<file path="src/mrim_pkg.sv">
// Constants for the MAC receive interrupt mask and status block.
// Notes on behaviour
// RQ1: Receive masked status bit n shows channel n.
// RQ2: Enable-set write of one enables channel n.
// RQ3: Enable-clear write of one disables channel n.
// RQ4: Unused upper bits read zero, ignore writes.
// RQ5: MAC raw status: host fault bit1, counter bit0.
// RQ6: MAC masked status: same bits after enables.
// RQ7: MAC enable-set write of one enables source.
// RQ8: MAC enable-clear write of one disables source.
// RQ9: Low-byte address write disables that channel.
// RQ10: High address write re-enables if filter enabled.
// RQ11: Software writes high address after low byte.
// RQ12: Masked equals raw AND enable; irq on any.
// RQ13: Summary vector carries receive pending in 15:8.
// RQ14: Receive raw status shows pending before masking.
package mrim_pkg;
  // ==========================================================
  // Widths
  localparam int RX_CHANS = 8;
  localparam int MAC_SRCS = 2;
  localparam int EVT_W    = 10;
  localparam int ADDR_W   = 8;
  localparam int DATA_W   = 32;
  localparam int FILT_W   = 3;
  localparam int CHAN_IDX_W = 3;
  // ==========================================================
  // Register byte offsets
  localparam logic [7:0] OFS_RX_RAW      = 8'h00;
  localparam logic [7:0] OFS_RX_MASKED   = 8'h04;
  localparam logic [7:0] OFS_RX_EN_SET   = 8'h08;
  localparam logic [7:0] OFS_RX_EN_CLR   = 8'h0C;
  localparam logic [7:0] OFS_MAC_RAW     = 8'h10;
  localparam logic [7:0] OFS_MAC_MASKED  = 8'h14;
  localparam logic [7:0] OFS_MAC_EN_SET  = 8'h18;
  localparam logic [7:0] OFS_MAC_EN_CLR  = 8'h1C;
  localparam logic [7:0] OFS_SUMMARY     = 8'h20;
  localparam logic [7:0] OFS_EVT_STATUS  = 8'h24;
  localparam logic [7:0] OFS_EVT_MASK    = 8'h28;
  localparam logic [7:0] OFS_FILTER_CTRL = 8'h2C;
  localparam logic [7:0] OFS_ADDR_HIGH   = 8'h30;
  localparam logic [7:0] OFS_ADDR_LOW    = 8'h40;
  // ==========================================================
  // Field positions
  localparam int MAC_COUNTER_BIT = 0;
  localparam int MAC_HOST_BIT    = 1;
  localparam int SUM_RX_LSB      = 8;
  localparam int SUM_COUNTER_BIT = 16;
  localparam int SUM_HOST_BIT    = 17;
  localparam int EVT_MAC_LSB     = 8;
  localparam int ADDR_GROUP_BIT  = 0;
  // ==========================================================
  // Reset values
  localparam logic [RX_CHANS-1:0] RX_EN_RST   = 8'h00;
  localparam logic [MAC_SRCS-1:0] MAC_EN_RST  = 2'h0;
  localparam logic [EVT_W-1:0]    EVT_RST     = 10'h000;
  localparam logic [FILT_W-1:0]   FILT_RST    = 3'h0;
  localparam logic [RX_CHANS-1:0] CHAN_EN_RST = 8'h00;
  localparam logic [7:0]          LOW_RST     = 8'h00;
  localparam logic [DATA_W-1:0]   HIGH_RST    = 32'h0000_0000;
  localparam logic [DATA_W-1:0]   RD_RST      = 32'h0000_0000;
endpackage : mrim_pkg

</file>
<file path="src/mrim_bank_if.sv">
// Set/clear strobes and enable state of one enable bank.
`timescale 1ns/100ps
interface mrim_bank_if #(parameter int N = 8);
  logic [N-1:0] set_bits;
  logic [N-1:0] clr_bits;
  logic [N-1:0] enable;
  modport ctrl (output set_bits, output clr_bits, input enable);
  modport bank (input set_bits, input clr_bits, output enable);
endinterface : mrim_bank_if

</file>
<file path="src/mrim_enable_bank.sv">
// Interrupt enable bank with write-one-to-set and write-one-to-clear.
`timescale 1ns/100ps
module mrim_enable_bank #(
  parameter int N = 8
) (
  input  wire logic core_clk,
  input  wire logic reset_n,
  mrim_bank_if.bank bus
);
  logic [N-1:0] enable_reg;
  logic [N-1:0] enable_next;

  // ==========================================================
  // Per-bit update
  genvar i;
  generate
    for (i = 0; i < N; i++) begin : g_bit
      // Set wins if both ever arrive, so an enable is never lost.
      assign enable_next[i] = bus.set_bits[i] |
                              (enable_reg[i] & ~bus.clr_bits[i]);
    end
  endgenerate

  always_ff @(posedge core_clk) begin
    if (!reset_n) begin
      enable_reg <= '0;
    end else begin
      enable_reg <= enable_next;
    end
  end

  assign bus.enable = enable_reg;
endmodule : mrim_enable_bank

</file>
<file path="src/mrim_addr_chan.sv">
// Address channel store and enable control for the receive filter.
`timescale 1ns/100ps
module mrim_addr_chan (
  input  wire logic                            core_clk,
  input  wire logic                            reset_n,
  input  wire logic                            low_wr_stb,
  input  wire logic [mrim_pkg::CHAN_IDX_W-1:0] low_chan,
  input  wire logic                            high_wr_stb,
  input  wire logic [mrim_pkg::DATA_W-1:0]     wr_data,
  input  wire logic                            filter_any,
  output logic      [mrim_pkg::RX_CHANS-1:0]   chan_enable,
  output logic      [mrim_pkg::RX_CHANS*8-1:0] low_bytes,
  output logic      [mrim_pkg::DATA_W-1:0]     high_word
);
  import mrim_pkg::*;

  logic [7:0]          low_byte_mem [0:RX_CHANS-1];
  logic [RX_CHANS-1:0] chan_en_reg;
  logic [RX_CHANS-1:0] chan_en_next;
  logic [RX_CHANS-1:0] rearm_reg;
  logic [RX_CHANS-1:0] rearm_next;
  logic [RX_CHANS-1:0] low_hit;
  logic [DATA_W-1:0]   high_reg;
  logic                high_ok;

  assign high_ok = high_wr_stb & filter_any;

  // ==========================================================
  // Per-channel enable
  genvar i;
  generate
    for (i = 0; i < RX_CHANS; i++) begin : g_chan
      assign low_hit[i] = low_wr_stb &&
                          (low_chan == CHAN_IDX_W'(i));
      // A channel waits for the high word so a half-written
      // address never matches frames.
      assign rearm_next[i] = low_hit[i] | (rearm_reg[i] & ~high_ok);
      // RQ9 RQ10 disable and re-enable
      assign chan_en_next[i] = ~low_hit[i] &
                               (chan_en_reg[i] |
                                (rearm_reg[i] & high_ok));
      assign low_bytes[i*8 +: 8] = low_byte_mem[i];
      always_ff @(posedge core_clk) begin
        if (!reset_n) begin
          low_byte_mem[i] <= LOW_RST;
        end else if (low_hit[i]) begin
          low_byte_mem[i] <= wr_data[7:0];
        end
      end
    end
  endgenerate

  always_ff @(posedge core_clk) begin
    if (!reset_n) begin
      chan_en_reg <= CHAN_EN_RST;
      rearm_reg   <= CHAN_EN_RST;
      high_reg    <= HIGH_RST;
    end else begin
      chan_en_reg <= chan_en_next;
      rearm_reg   <= rearm_next;
      if (high_wr_stb) begin
        // The group bit of a specific address is always zero.
        high_reg <= {wr_data[DATA_W-1:1], 1'b0};
      end
    end
  end

  assign chan_enable = chan_en_reg;
  assign high_word   = high_reg;

  // ==========================================================
  // Checks
  property p_low_disable;
    @(posedge core_clk) disable iff (!reset_n)
    low_wr_stb |=> !chan_en_reg[$past(low_chan)];
  endproperty
  a_low_disable: assert property (p_low_disable) // RQ9
    else $error("Low byte write left channel enabled.");

  property p_high_enable;
    @(posedge core_clk) disable iff (!reset_n)
    high_ok |=> chan_en_reg == ($past(chan_en_reg) | $past(rearm_reg));
  endproperty
  a_high_enable: assert property (p_high_enable) // RQ10
    else $error("High write did not re-enable channels.");

  property p_high_blocked;
    @(posedge core_clk) disable iff (!reset_n)
    (high_wr_stb && !filter_any) |=> $stable(chan_en_reg);
  endproperty
  a_high_blocked: assert property (p_high_blocked) // RQ10
    else $error("Channel enabled with receive filter off.");
endmodule : mrim_addr_chan

</file>
<file path="src/mrim_top.sv">
// Receive and MAC interrupt status, enables and address channel control.
//
// Implementation choices: the address map and strobed register access.
`timescale 1ns/100ps
module mrim_top (
  input  wire logic                           core_clk,
  input  wire logic                           reset_n,
  input  wire logic [mrim_pkg::ADDR_W-1:0]    reg_addr,
  input  wire logic [mrim_pkg::DATA_W-1:0]    reg_wr_data,
  input  wire logic                           reg_wr_stb,
  input  wire logic                           reg_rd_stb,
  output logic      [mrim_pkg::DATA_W-1:0]    reg_rd_data,
  input  wire logic [mrim_pkg::RX_CHANS-1:0]  rx_pending_vector,
  input  wire logic                           host_fault_irq,
  input  wire logic                           counter_irq,
  output logic                                mac_irq,
  output logic      [mrim_pkg::FILT_W-1:0]    rx_filter_enable,
  output logic      [mrim_pkg::RX_CHANS-1:0]  addr_chan_enable,
  output logic      [mrim_pkg::RX_CHANS*8-1:0] addr_low_byte_chan,
  output logic      [mrim_pkg::DATA_W-1:0]    addr_high_word
);
  import mrim_pkg::*;

  // ==========================================================
  // Address decode
  logic hit_rx_raw;
  logic hit_rx_masked;
  logic hit_rx_set;
  logic hit_rx_clr;
  logic hit_mac_raw;
  logic hit_mac_masked;
  logic hit_mac_set;
  logic hit_mac_clr;
  logic hit_summary;
  logic hit_evt_status;
  logic hit_evt_mask;
  logic hit_filter;
  logic hit_high;
  logic hit_low;

  assign hit_rx_raw     = (reg_addr == OFS_RX_RAW);
  assign hit_rx_masked  = (reg_addr == OFS_RX_MASKED);
  assign hit_rx_set     = (reg_addr == OFS_RX_EN_SET);
  assign hit_rx_clr     = (reg_addr == OFS_RX_EN_CLR);
  assign hit_mac_raw    = (reg_addr == OFS_MAC_RAW);
  assign hit_mac_masked = (reg_addr == OFS_MAC_MASKED);
  assign hit_mac_set    = (reg_addr == OFS_MAC_EN_SET);
  assign hit_mac_clr    = (reg_addr == OFS_MAC_EN_CLR);
  assign hit_summary    = (reg_addr == OFS_SUMMARY);
  assign hit_evt_status = (reg_addr == OFS_EVT_STATUS);
  assign hit_evt_mask   = (reg_addr == OFS_EVT_MASK);
  assign hit_filter     = (reg_addr == OFS_FILTER_CTRL);
  assign hit_high       = (reg_addr == OFS_ADDR_HIGH);
  // Eight aligned words from the low-byte base, index in bits 4:2.
  assign hit_low        = (reg_addr[7:5] == OFS_ADDR_LOW[7:5]) &&
                          (reg_addr[1:0] == 2'h0);

  // ==========================================================
  // Enable banks
  mrim_bank_if #(.N(RX_CHANS)) rx_bank_if ();
  mrim_bank_if #(.N(MAC_SRCS)) mac_bank_if ();

  mrim_enable_bank #(.N(RX_CHANS)) u_rx_bank (
    .core_clk (core_clk),
    .reset_n  (reset_n),
    .bus      (rx_bank_if.bank)
  );

  mrim_enable_bank #(.N(MAC_SRCS)) u_mac_bank (
    .core_clk (core_clk),
    .reset_n  (reset_n),
    .bus      (mac_bank_if.bank)
  );

  logic [RX_CHANS-1:0] rx_en;
  logic [MAC_SRCS-1:0] mac_en;

  // RQ2 RQ4 receive enable set
  assign rx_bank_if.set_bits  = (reg_wr_stb && hit_rx_set) ?
                                reg_wr_data[RX_CHANS-1:0] : '0;
  // RQ3 RQ4 receive enable clear
  assign rx_bank_if.clr_bits  = (reg_wr_stb && hit_rx_clr) ?
                                reg_wr_data[RX_CHANS-1:0] : '0;
  // RQ7 RQ4 MAC enable set
  assign mac_bank_if.set_bits = (reg_wr_stb && hit_mac_set) ?
                                reg_wr_data[MAC_SRCS-1:0] : '0;
  // RQ8 RQ4 MAC enable clear
  assign mac_bank_if.clr_bits = (reg_wr_stb && hit_mac_clr) ?
                                reg_wr_data[MAC_SRCS-1:0] : '0;
  assign rx_en  = rx_bank_if.enable;
  assign mac_en = mac_bank_if.enable;

  // ==========================================================
  // Raw and masked status
  logic [RX_CHANS-1:0] rx_raw;
  logic [RX_CHANS-1:0] rx_masked_w;
  logic [MAC_SRCS-1:0] mac_raw;
  logic [MAC_SRCS-1:0] mac_masked_w;
  logic [DATA_W-1:0]   summary_w;

  // RQ14 raw receive view
  assign rx_raw = rx_pending_vector;
  // RQ5 raw MAC view
  assign mac_raw[MAC_HOST_BIT]    = host_fault_irq;
  assign mac_raw[MAC_COUNTER_BIT] = counter_irq;
  // RQ12 RQ1 RQ6 masking
  assign rx_masked_w  = rx_raw & rx_en;
  assign mac_masked_w = mac_raw & mac_en;

  // RQ13 summary layout
  assign summary_w = (DATA_W'(rx_masked_w) << SUM_RX_LSB) |
    (DATA_W'(mac_masked_w[MAC_COUNTER_BIT]) << SUM_COUNTER_BIT) |
    (DATA_W'(mac_masked_w[MAC_HOST_BIT]) << SUM_HOST_BIT);

  // ==========================================================
  // Sticky events, cleared by reading the event status
  logic [EVT_W-1:0] evt_level;
  logic [EVT_W-1:0] evt_prev_reg;
  logic [EVT_W-1:0] evt_reg;
  logic [EVT_W-1:0] evt_next;
  logic [EVT_W-1:0] evt_mask_reg;
  logic [EVT_W-1:0] evt_clr;

  assign evt_level = {mac_raw, rx_raw};
  assign evt_clr   = (reg_rd_stb && hit_evt_status) ? '1 : '0;
  // A rising source in the read cycle survives the clear.
  assign evt_next  = (evt_level & ~evt_prev_reg) |
                     (evt_reg & ~evt_clr);

  // ==========================================================
  // Address channels
  logic [FILT_W-1:0] filter_reg;

  mrim_addr_chan u_addr_chan (
    .core_clk    (core_clk),
    .reset_n     (reset_n),
    .low_wr_stb  (reg_wr_stb && hit_low),
    .low_chan    (reg_addr[4:2]),
    .high_wr_stb (reg_wr_stb && hit_high),
    .wr_data     (reg_wr_data),
    .filter_any  (|filter_reg),
    .chan_enable (addr_chan_enable),
    .low_bytes   (addr_low_byte_chan),
    .high_word   (addr_high_word)
  );

  // ==========================================================
  // Read selection; enable-set and enable-clear read the enables
  logic [DATA_W-1:0] rd_mux;
  logic [7:0]        low_sel;
  logic              irq_next;
  logic              irq_reg;
  logic [DATA_W-1:0] rd_reg;

  assign low_sel = addr_low_byte_chan[reg_addr[4:2]*8 +: 8];

  // RQ4 unused bits zero
  assign rd_mux =
    ({DATA_W{hit_rx_raw}}     & DATA_W'(rx_raw)) |
    ({DATA_W{hit_rx_masked}}  & DATA_W'(rx_masked_w)) |
    ({DATA_W{hit_rx_set | hit_rx_clr}}   & DATA_W'(rx_en)) |
    ({DATA_W{hit_mac_raw}}    & DATA_W'(mac_raw)) |
    ({DATA_W{hit_mac_masked}} & DATA_W'(mac_masked_w)) |
    ({DATA_W{hit_mac_set | hit_mac_clr}} & DATA_W'(mac_en)) |
    ({DATA_W{hit_summary}}    & summary_w) |
    ({DATA_W{hit_evt_status}} & DATA_W'(evt_reg)) |
    ({DATA_W{hit_evt_mask}}   & DATA_W'(evt_mask_reg)) |
    ({DATA_W{hit_filter}}     & DATA_W'(filter_reg)) |
    ({DATA_W{hit_high}}       & addr_high_word) |
    ({DATA_W{hit_low}}        & DATA_W'(low_sel));

  // RQ12 interrupt output
  assign irq_next = (|rx_masked_w) | (|mac_masked_w) |
                    (|(evt_reg & evt_mask_reg));

  // ==========================================================
  // Registers
  always_ff @(posedge core_clk) begin
    if (!reset_n) begin
      evt_prev_reg <= EVT_RST;
      evt_reg      <= EVT_RST;
      evt_mask_reg <= EVT_RST;
      filter_reg   <= FILT_RST;
      irq_reg      <= 1'b0;
      rd_reg       <= RD_RST;
    end else begin
      evt_prev_reg <= evt_level;
      evt_reg      <= evt_next;
      if (reg_wr_stb && hit_evt_mask) begin
        evt_mask_reg <= reg_wr_data[EVT_W-1:0];
      end
      if (reg_wr_stb && hit_filter) begin
        filter_reg <= reg_wr_data[FILT_W-1:0];
      end
      irq_reg <= irq_next;
      // Read data stand for one cycle only, zero otherwise.
      rd_reg  <= reg_rd_stb ? rd_mux : RD_RST;
    end
  end

  assign reg_rd_data      = rd_reg;
  assign mac_irq          = irq_reg;
  assign rx_filter_enable = filter_reg;

  // ==========================================================
  // Checks
  property p_rx_masked_rd;
    @(posedge core_clk) disable iff (!reset_n)
    (reg_rd_stb && hit_rx_masked) |=>
      reg_rd_data == DATA_W'($past(rx_pending_vector) & $past(rx_en));
  endproperty
  a_rx_masked_rd: assert property (p_rx_masked_rd) // RQ1
    else $error("Receive masked status read wrong.");

  property p_rx_set;
    @(posedge core_clk) disable iff (!reset_n)
    (reg_wr_stb && hit_rx_set) |=>
      rx_en == ($past(rx_en) | $past(reg_wr_data[RX_CHANS-1:0]));
  endproperty
  a_rx_set: assert property (p_rx_set) // RQ2
    else $error("Receive enable set wrong.");

  property p_rx_clr;
    @(posedge core_clk) disable iff (!reset_n)
    (reg_wr_stb && hit_rx_clr) |=>
      rx_en == ($past(rx_en) & ~$past(reg_wr_data[RX_CHANS-1:0]));
  endproperty
  a_rx_clr: assert property (p_rx_clr) // RQ3
    else $error("Receive enable clear wrong.");

  property p_rx_reserved;
    @(posedge core_clk) disable iff (!reset_n)
    (reg_rd_stb && (hit_rx_raw || hit_rx_masked || hit_rx_set)) |=>
      reg_rd_data[DATA_W-1:RX_CHANS] == '0;
  endproperty
  a_rx_reserved: assert property (p_rx_reserved) // RQ4
    else $error("Receive reserved bits not zero.");

  property p_mac_reserved;
    @(posedge core_clk) disable iff (!reset_n)
    (reg_rd_stb && (hit_mac_raw || hit_mac_masked || hit_mac_clr)) |=>
      reg_rd_data[DATA_W-1:MAC_SRCS] == '0;
  endproperty
  a_mac_reserved: assert property (p_mac_reserved) // RQ4
    else $error("MAC reserved bits not zero.");

  property p_mac_raw_rd;
    @(posedge core_clk) disable iff (!reset_n)
    (reg_rd_stb && hit_mac_raw) |=>
      reg_rd_data[1:0] == {$past(host_fault_irq), $past(counter_irq)};
  endproperty
  a_mac_raw_rd: assert property (p_mac_raw_rd) // RQ5
    else $error("MAC raw status read wrong.");

  property p_mac_masked_rd;
    @(posedge core_clk) disable iff (!reset_n)
    (reg_rd_stb && hit_mac_masked) |=> reg_rd_data[1:0] ==
      ({$past(host_fault_irq), $past(counter_irq)} & $past(mac_en));
  endproperty
  a_mac_masked_rd: assert property (p_mac_masked_rd) // RQ6
    else $error("MAC masked status read wrong.");

  property p_mac_set;
    @(posedge core_clk) disable iff (!reset_n)
    (reg_wr_stb && hit_mac_set) |=>
      mac_en == ($past(mac_en) | $past(reg_wr_data[1:0]));
  endproperty
  a_mac_set: assert property (p_mac_set) // RQ7
    else $error("MAC enable set wrong.");

  property p_mac_clr;
    @(posedge core_clk) disable iff (!reset_n)
    (reg_wr_stb && hit_mac_clr) |=>
      mac_en == ($past(mac_en) & ~$past(reg_wr_data[1:0]));
  endproperty
  a_mac_clr: assert property (p_mac_clr) // RQ8
    else $error("MAC enable clear wrong.");

  property p_irq_follows;
    @(posedge core_clk) disable iff (!reset_n)
    ((|(rx_pending_vector & rx_en)) || (|mac_masked_w)) |=> mac_irq;
  endproperty
  a_irq_follows: assert property (p_irq_follows) // RQ12
    else $error("Interrupt missing for masked source.");

  property p_summary_rd;
    @(posedge core_clk) disable iff (!reset_n)
    (reg_rd_stb && hit_summary) |=>
      reg_rd_data[17:8] == {$past(host_fault_irq) & $past(mac_en[1]),
                            $past(counter_irq) & $past(mac_en[0]),
                            $past(rx_pending_vector) & $past(rx_en)};
  endproperty
  a_summary_rd: assert property (p_summary_rd) // RQ13
    else $error("Summary receive field wrong.");

  property p_rx_raw_rd;
    @(posedge core_clk) disable iff (!reset_n)
    (reg_rd_stb && hit_rx_raw) |=>
      reg_rd_data[RX_CHANS-1:0] == $past(rx_pending_vector);
  endproperty
  a_rx_raw_rd: assert property (p_rx_raw_rd) // RQ14
    else $error("Receive raw status read wrong.");
endmodule : mrim_top

</file>
<file path="config.mk">
export PLATFORM = sky130hd
export DESIGN_NAME = mrim_top
export DESIGN_NICKNAME = d
export VERILOG_FILES = /design/src/mrim_pkg.sv /design/src/mrim_bank_if.sv /design/src/mrim_enable_bank.sv /design/src/mrim_addr_chan.sv /design/src/mrim_top.sv
export SDC_FILE = /design/constraint.sdc
export NUM_CORES = 1
export LEC_CHECK = 0
export ABC_AREA = 1
export BUFFER_PORTS_ARGS = -buffer_cell sky130_fd_sc_hd__buf_4
export CORE_MARGIN = 8
export CORE_UTILIZATION = 53
export DETAILED_ROUTE_END_ITERATION = 16
export GPL_TIMING_DRIVEN = 0
export MAX_ROUTING_LAYER = met4
export PLACE_DENSITY = 0.8
export SLEW_MARGIN = 10
export SYNTH_ARGS = -nofsm -noshare
export SYNTH_HDL_FRONTEND = slang
export SYNTH_SLANG_ARGS = --single-unit
</file>
<file path="constraint.sdc">
create_clock -name core_clk -period 2.1 [get_ports core_clk]
set_clock_uncertainty 0.15 [all_clocks]
set_input_delay 0 -clock core_clk [delete_from_list [all_inputs] [get_ports core_clk]]
set_output_delay 0 -clock core_clk [all_outputs]
set_load 0.02 [all_outputs]
</file>
* Word-level counts from Yosys, hierarchy flattened
Memory sizes are Yosys's and may differ from the RTL's. Cells that the tools add are included.
Cells by class: $add $sub $neg 0, multipliers 0, div/mod/pow operators 0, order comparisons 0, eq/ne operators 20, shift operators 1, muxes and demuxes 38, bitwise gates (word level) 125, reduce and logical (&&, ||, !) cells 26
Operators with widths (number):
- $or A32 B32 Y32 | 11
- $and A32 B8 Y32 | 4
- $and A32 B2 Y32 | 3
- $mux W8 | 10
- $and A32 B10 Y32 | 2
- $shiftx A64 B7 Y8 | 1
- $eq A8 B6 Y1 const B | 5
- $or A1 B1 Y1 | 38
- $and A1 B1 Y1 | 35
- $and A32 B18 Y32 | 1
- $and A32 B3 Y32 | 1
- $and A32 B32 Y32 | 1
- $eq A8 B5 Y1 const B | 4
- $and A10 B10 Y10 | 3
- $mux W1 | 25
- $not A10 Y10 | 2
- $not A1 Y1 | 19
- $logic_and A1 B1 Y1 | 18
- $or A17 B18 Y18 | 1
- $or A16 B17 Y17 | 1
- $eq A8 B4 Y1 const B | 2
- $eq A3 B3 Y1 const B | 4
- $mux W10 | 1
- $or A10 B10 Y10 | 1
- other kinds (14) | 17
Storage, ports and cells: register bits after elaboration 123, bits in latches 0, memory bits (writable) 64, bits in read-only memories 0, input bits 54, output and inout port bits 140, logic and storage cells 222, memories 1
Memories:
- u_addr_chan.low_byte_mem | depth 8, bits a word 8, rd ports 8, clocked after Yosys merged registers in 0, write ports 8, line mrim_addr_chan.sv:17 | logic [7:0] low_byte_mem [0:RX_CHANS-1];

* Longest topological paths before layout
word-level depth 13, gate-level depth with buffers 12, depth with buffers taken out 11

* Hierarchy
A second synthesis with hierarchy kept.
Unflattened totals: cells, all modules 979, area total of the unflattened synthesis 7958.9 µm²
By module, submodules not included:
- mrim_addr_chan | instances 1, cells an instance 377, area each 4018.9 µm², seq. area each 2862.7 µm²
- mrim_top | instances 1, cells an instance 550, area each 3569.7 µm², seq. area each 1321.3 µm²
- mrim_enable_bank at u_rx_bank | instances 1, cells an instance 41, area each 294.0 µm², seq. area each 160.2 µm²
- mrim_enable_bank at u_mac_bank | instances 1, cells an instance 11, area each 76.3 µm², seq. area each 40.0 µm²

* Least setup slack after synthesis
Ideal clock, no wire load.
kind input port to flip-flop, start input port reg_addr[5] in the netlist's numbering, end memory u_addr_chan.low_byte_mem[0][0], enable pin, library setup time 0.375 ns, arrival 1.296 ns, required time 1.575 ns, slack 0.279 ns, stages 7, buffers on the path 0, path through inv_2 nand2_1 nor3_4 nand2_4 inv_2 nand2_1 o21ai_1
RTL lines:
- start, declared | line mrim_top.sv:8 | input wire logic [mrim_pkg::ADDR_W-1:0] reg_addr,
- end, declared | line mrim_addr_chan.sv:17

* Final worst setup path
start input port reg_addr[4] in the netlist's numbering, end register u_rx_bank.enable_reg[2], in the netlist u_rx_bank.bus.enable[2]
Between the ends: word-level cells in the longest chain between the ends 6, elaborated cells on any way between the ends 9, classes of those cells eq/ne (2); mux (2); bitwise (3); reduce/logical (2)
Ends and longest elaborated chain:
- $eq A8 B4 Y1 | line mrim_top.sv:44 | assign hit_rx_clr = (reg_addr == OFS_RX_EN_CLR);
- $logic_and A1 B1 Y1 | line mrim_top.sv:82 | assign rx_bank_if.clr_bits = (reg_wr_stb && hit_rx_clr) ?
- $mux W8 | line mrim_top.sv:82
- $not A1 Y1 | line mrim_enable_bank.sv:20 | (enable_reg[i] & ~bus.clr_bits[i]);
- $and A1 B1 Y1 | line mrim_enable_bank.sv:20
- $or A1 B1 Y1 (*) | line mrim_enable_bank.sv:19 | assign enable_next[i] = bus.set_bits[i] |
- end signal, assigned | line mrim_enable_bank.sv:28 | enable_reg <= enable_next;
- end, declared | line mrim_enable_bank.sv:10 | logic [N-1:0] enable_reg;
Mark *: on every way between the ends. The rest lies on a longest branch, timed or not. A chain may end at the register's enable or synchronous reset.

==> metrics.csv <==
stage;metric;value;unit
outcome;outcome;finished with violations;
outcome;violations;negative hold slack;
global_route;grt_pass1_wl;42100;um
global_route;grtUsageTotal;0.310;
yosys;synth_top_area_cell;dfxtp_1;
sta;setup_viol;0;
clock_tree;root_buffer;clkbuf_16;
detailed_routing;drt-pass1-iter-count;7;
pwr;finalPower;8020;uW
pwr;power.density;756;mW/mm2
clock_tree;h-tree-depth;4;
clock_tree;cts.clk_slew.worst_paths;0.07;ns
place;placed_area;0.00938;mm2
sta;report.final.slew_viol_count;0;
worst_setup_path;required;2.31;ns
sta;min_period;2.06;ns
yosys;avgSynthCellArea;8.66;um2
yosys;synthDominantCellAreaShare;0.319;
clock_tree;clk_path_buf_depth;2;
pwr;ir_drop;0.000524;V
cells_and_area;top_register;u_addr_chan.low_byte_mem;
global_route;antenna_found_initial;0;
clock_tree;clkLatencyLatePin;0.45;ns
place;dp.final_hpwl;20100;um
die;rows;44;
cells_and_area;final_cells;1357;
detailed_routing;totalWireLength;28300;um
yosys;synth-main-ff-cell;dfxtp_1;
worst_setup_path;cp-end-kind;flop;
yosys;synth_nets;945;
die;core;0.0144;mm2
sta;tightestPinTransition;0.953;ns
cells_and_area;n_antenna_cell;0;
die;io_pins;194;
place;port-buffer-count;191;
detailed_routing;detail-route-antenna-nets;0;
detailed_routing;num_vias;7814;
global_route;grt_pass1_vias;7312;
place;post-place-cells;1266;
worst_setup_path;path_class;input port to flop;
die;start_util;0.537;
cells_and_area;largest_register_ffs;64;
worst_setup_path;cp.arrival;2.28;ns
clock_tree;cts_buffers;17;
sta;tns;0;ns
yosys;synth-seq-cells;187;
sta;hold_ws;-0.00795;ns
yosys;post_synth_main_area_contributors;dfxtp_1, edfxtp_1, nand2_1, nor2_1, a21oi_1;
yosys;synth_cell_types;36;
cells_and_area;fin_area;0.0106;mm2
place;place.gp.congestion;0.986;
yosys;synth_area;0.00772;mm2
cells_and_area;final_net_count;1214;
die;dieHeight;137;um
sta;fmax;484;MHz
sta;slew_headroom;0.360;
global_route;grt_max_degree;17;
global_route;grt_overflow_total;0;
pwr;p_leak;0.00452;uW
cells_and_area;utilization;0.738;
die;die_area;0.0187;mm2
yosys;async_flop_share;0;
yosys;synth-warning-count;0;
yosys;seq_area_frac_synth;0.568;
yosys;synthTopCellsByCount;nand2_1, dfxtp_1, nor2_1, a21oi_1, inv_1;
clock_tree;clock_sinks;187;
min_path;hold_path.class;input port to flop;
clock_tree;tritoncts;done;
sta;hold_viol_final;2;
yosys;post-synth-top-count-cell;nand2_1;
detailed_routing;drc;0;
detailed_routing;routed_via_density;5.76;
yosys;synthCells;891;
worst_setup_path;start_kind;input port;
detailed_routing;drt_first_iter_violations;1001;
flow_run;maxCapViolCount;0;
sta;period_share;0.983;
sta;rsz0062_at_grt;true;
cells_and_area;syn2layout_area_growth;37.5;%
die;die_w;137;um
yosys;synth_edf_count;64;
detailed_routing;wire_per_inst;20.8;um
worst_setup_path;crit_fanout;10;
cells_and_area;final_layout_size_suffix_gt1_frac;0.246;
==> logic make-up (layout without fill, tap and decap cells) <==
family	after synthesis	count (layout)	share of synthesized area
flops	187	187	0.568
buf+inv	134	416	0.0718
other cells	1	1	0.000486
compound gates	179	179	0.125
simple gates	390	390	0.235
==> power breakdown <==
part	switching [uW]	internal [uW]
registers	66.2	3830
logic	455	282
clock network	1450	1930
==> final cells by class <==
type | instances | area [um2]
Clock buffer | 22 | 490
Fill cell | 1044 | 3760
Sequential cell | 187 | 4380
Tap cell | 184 | 230
Timing Repair Buffer | 250 | 2030
Buffer | 36 | 185
Multi-Input combinational cell | 570 | 2790
Inverter | 98 | 370
Clock inverter | 10 | 126
==> critical path, cell delays in order <==
cell and delay (ns):
dlygate4sd3_1 0.53, buf_4 0.15, inv_1 0.07, buf_4 0.19
nand3_2 0.19, nor3_4 0.24, buf_12 0.15, nand2_1 0.04
dlygate4sd3_1 0.55, a21oi_1 0.16
==> placed cells by master, fill, tap and decap left out, types with 9 or more instances in the layout <==
master,instances
buf_4,195
nand2_1,133
dfxtp_1,123
nor2_1,115
a21oi_1,83
inv_1,82
nand3_1,73
edfxtp_1,64
o21ai_0,58
dlygate4sd3_1,58
clkbuf_1,19
clkbuf_16,19
nor3_1,16
nand4_1,14
o21ai_1,12
a22oi_1,12
nand2_2,10
buf_2,9
==> metal layers <==
layer	wire length [um]	track usage	vias up	share of wire
met2	13100	0.474	544	0.46
met3	3260	0.0683	79	0.12
li1	-	-	3521	-
met4	1140	0.149	0	0.040
met1	10700	0.383	3670	0.38
met5	0	-	-	0
==> per-stage QoR <==
stage / worst slack (ns) / hold slack (ns)
6_report: 0.0357 / -0.00795
3_3_place_gp: -0.384 / 0.0733
3_5_place_dp: -0.430 / 0.0826
5_1_grt: -0.0455 / 0.0330
4_1_cts: 0.0223 / 0.00747
2_1_floorplan: 0.279 / -0.0434
==> path summary, 6_finish.rpt <==
path / slack (ns) / end / start / depth (start not counted)
worst max-delay path: 0.04 / u_rx_bank.bus.enable[2] / reg_addr[4] / 10
worst min-delay path: -0.008 / u_mac_bank.bus.enable[0] / reg_addr[7] / 6
worst max register to register: 0.56 / reg_rd_data[1] / u_addr_chan.low_byte_mem[1][25] / 8
worst min register to register: 0.27 / evt_reg[5] / evt_prev_reg[5] / 1
==> timing repair <==
action / 4_1_cts / 5_1_grt
gates resized for setup: 1 / 3
gates cloned: 0 / 0
endpoints found under the hold margin: 122 / 0
setup buffers: 0 / 1
setup endpoints to repair: 8 / 64
hold buffers: 58 / 0
pin swaps: 0 / 1
Note: power is estimated with default switching activity, not from simulation.
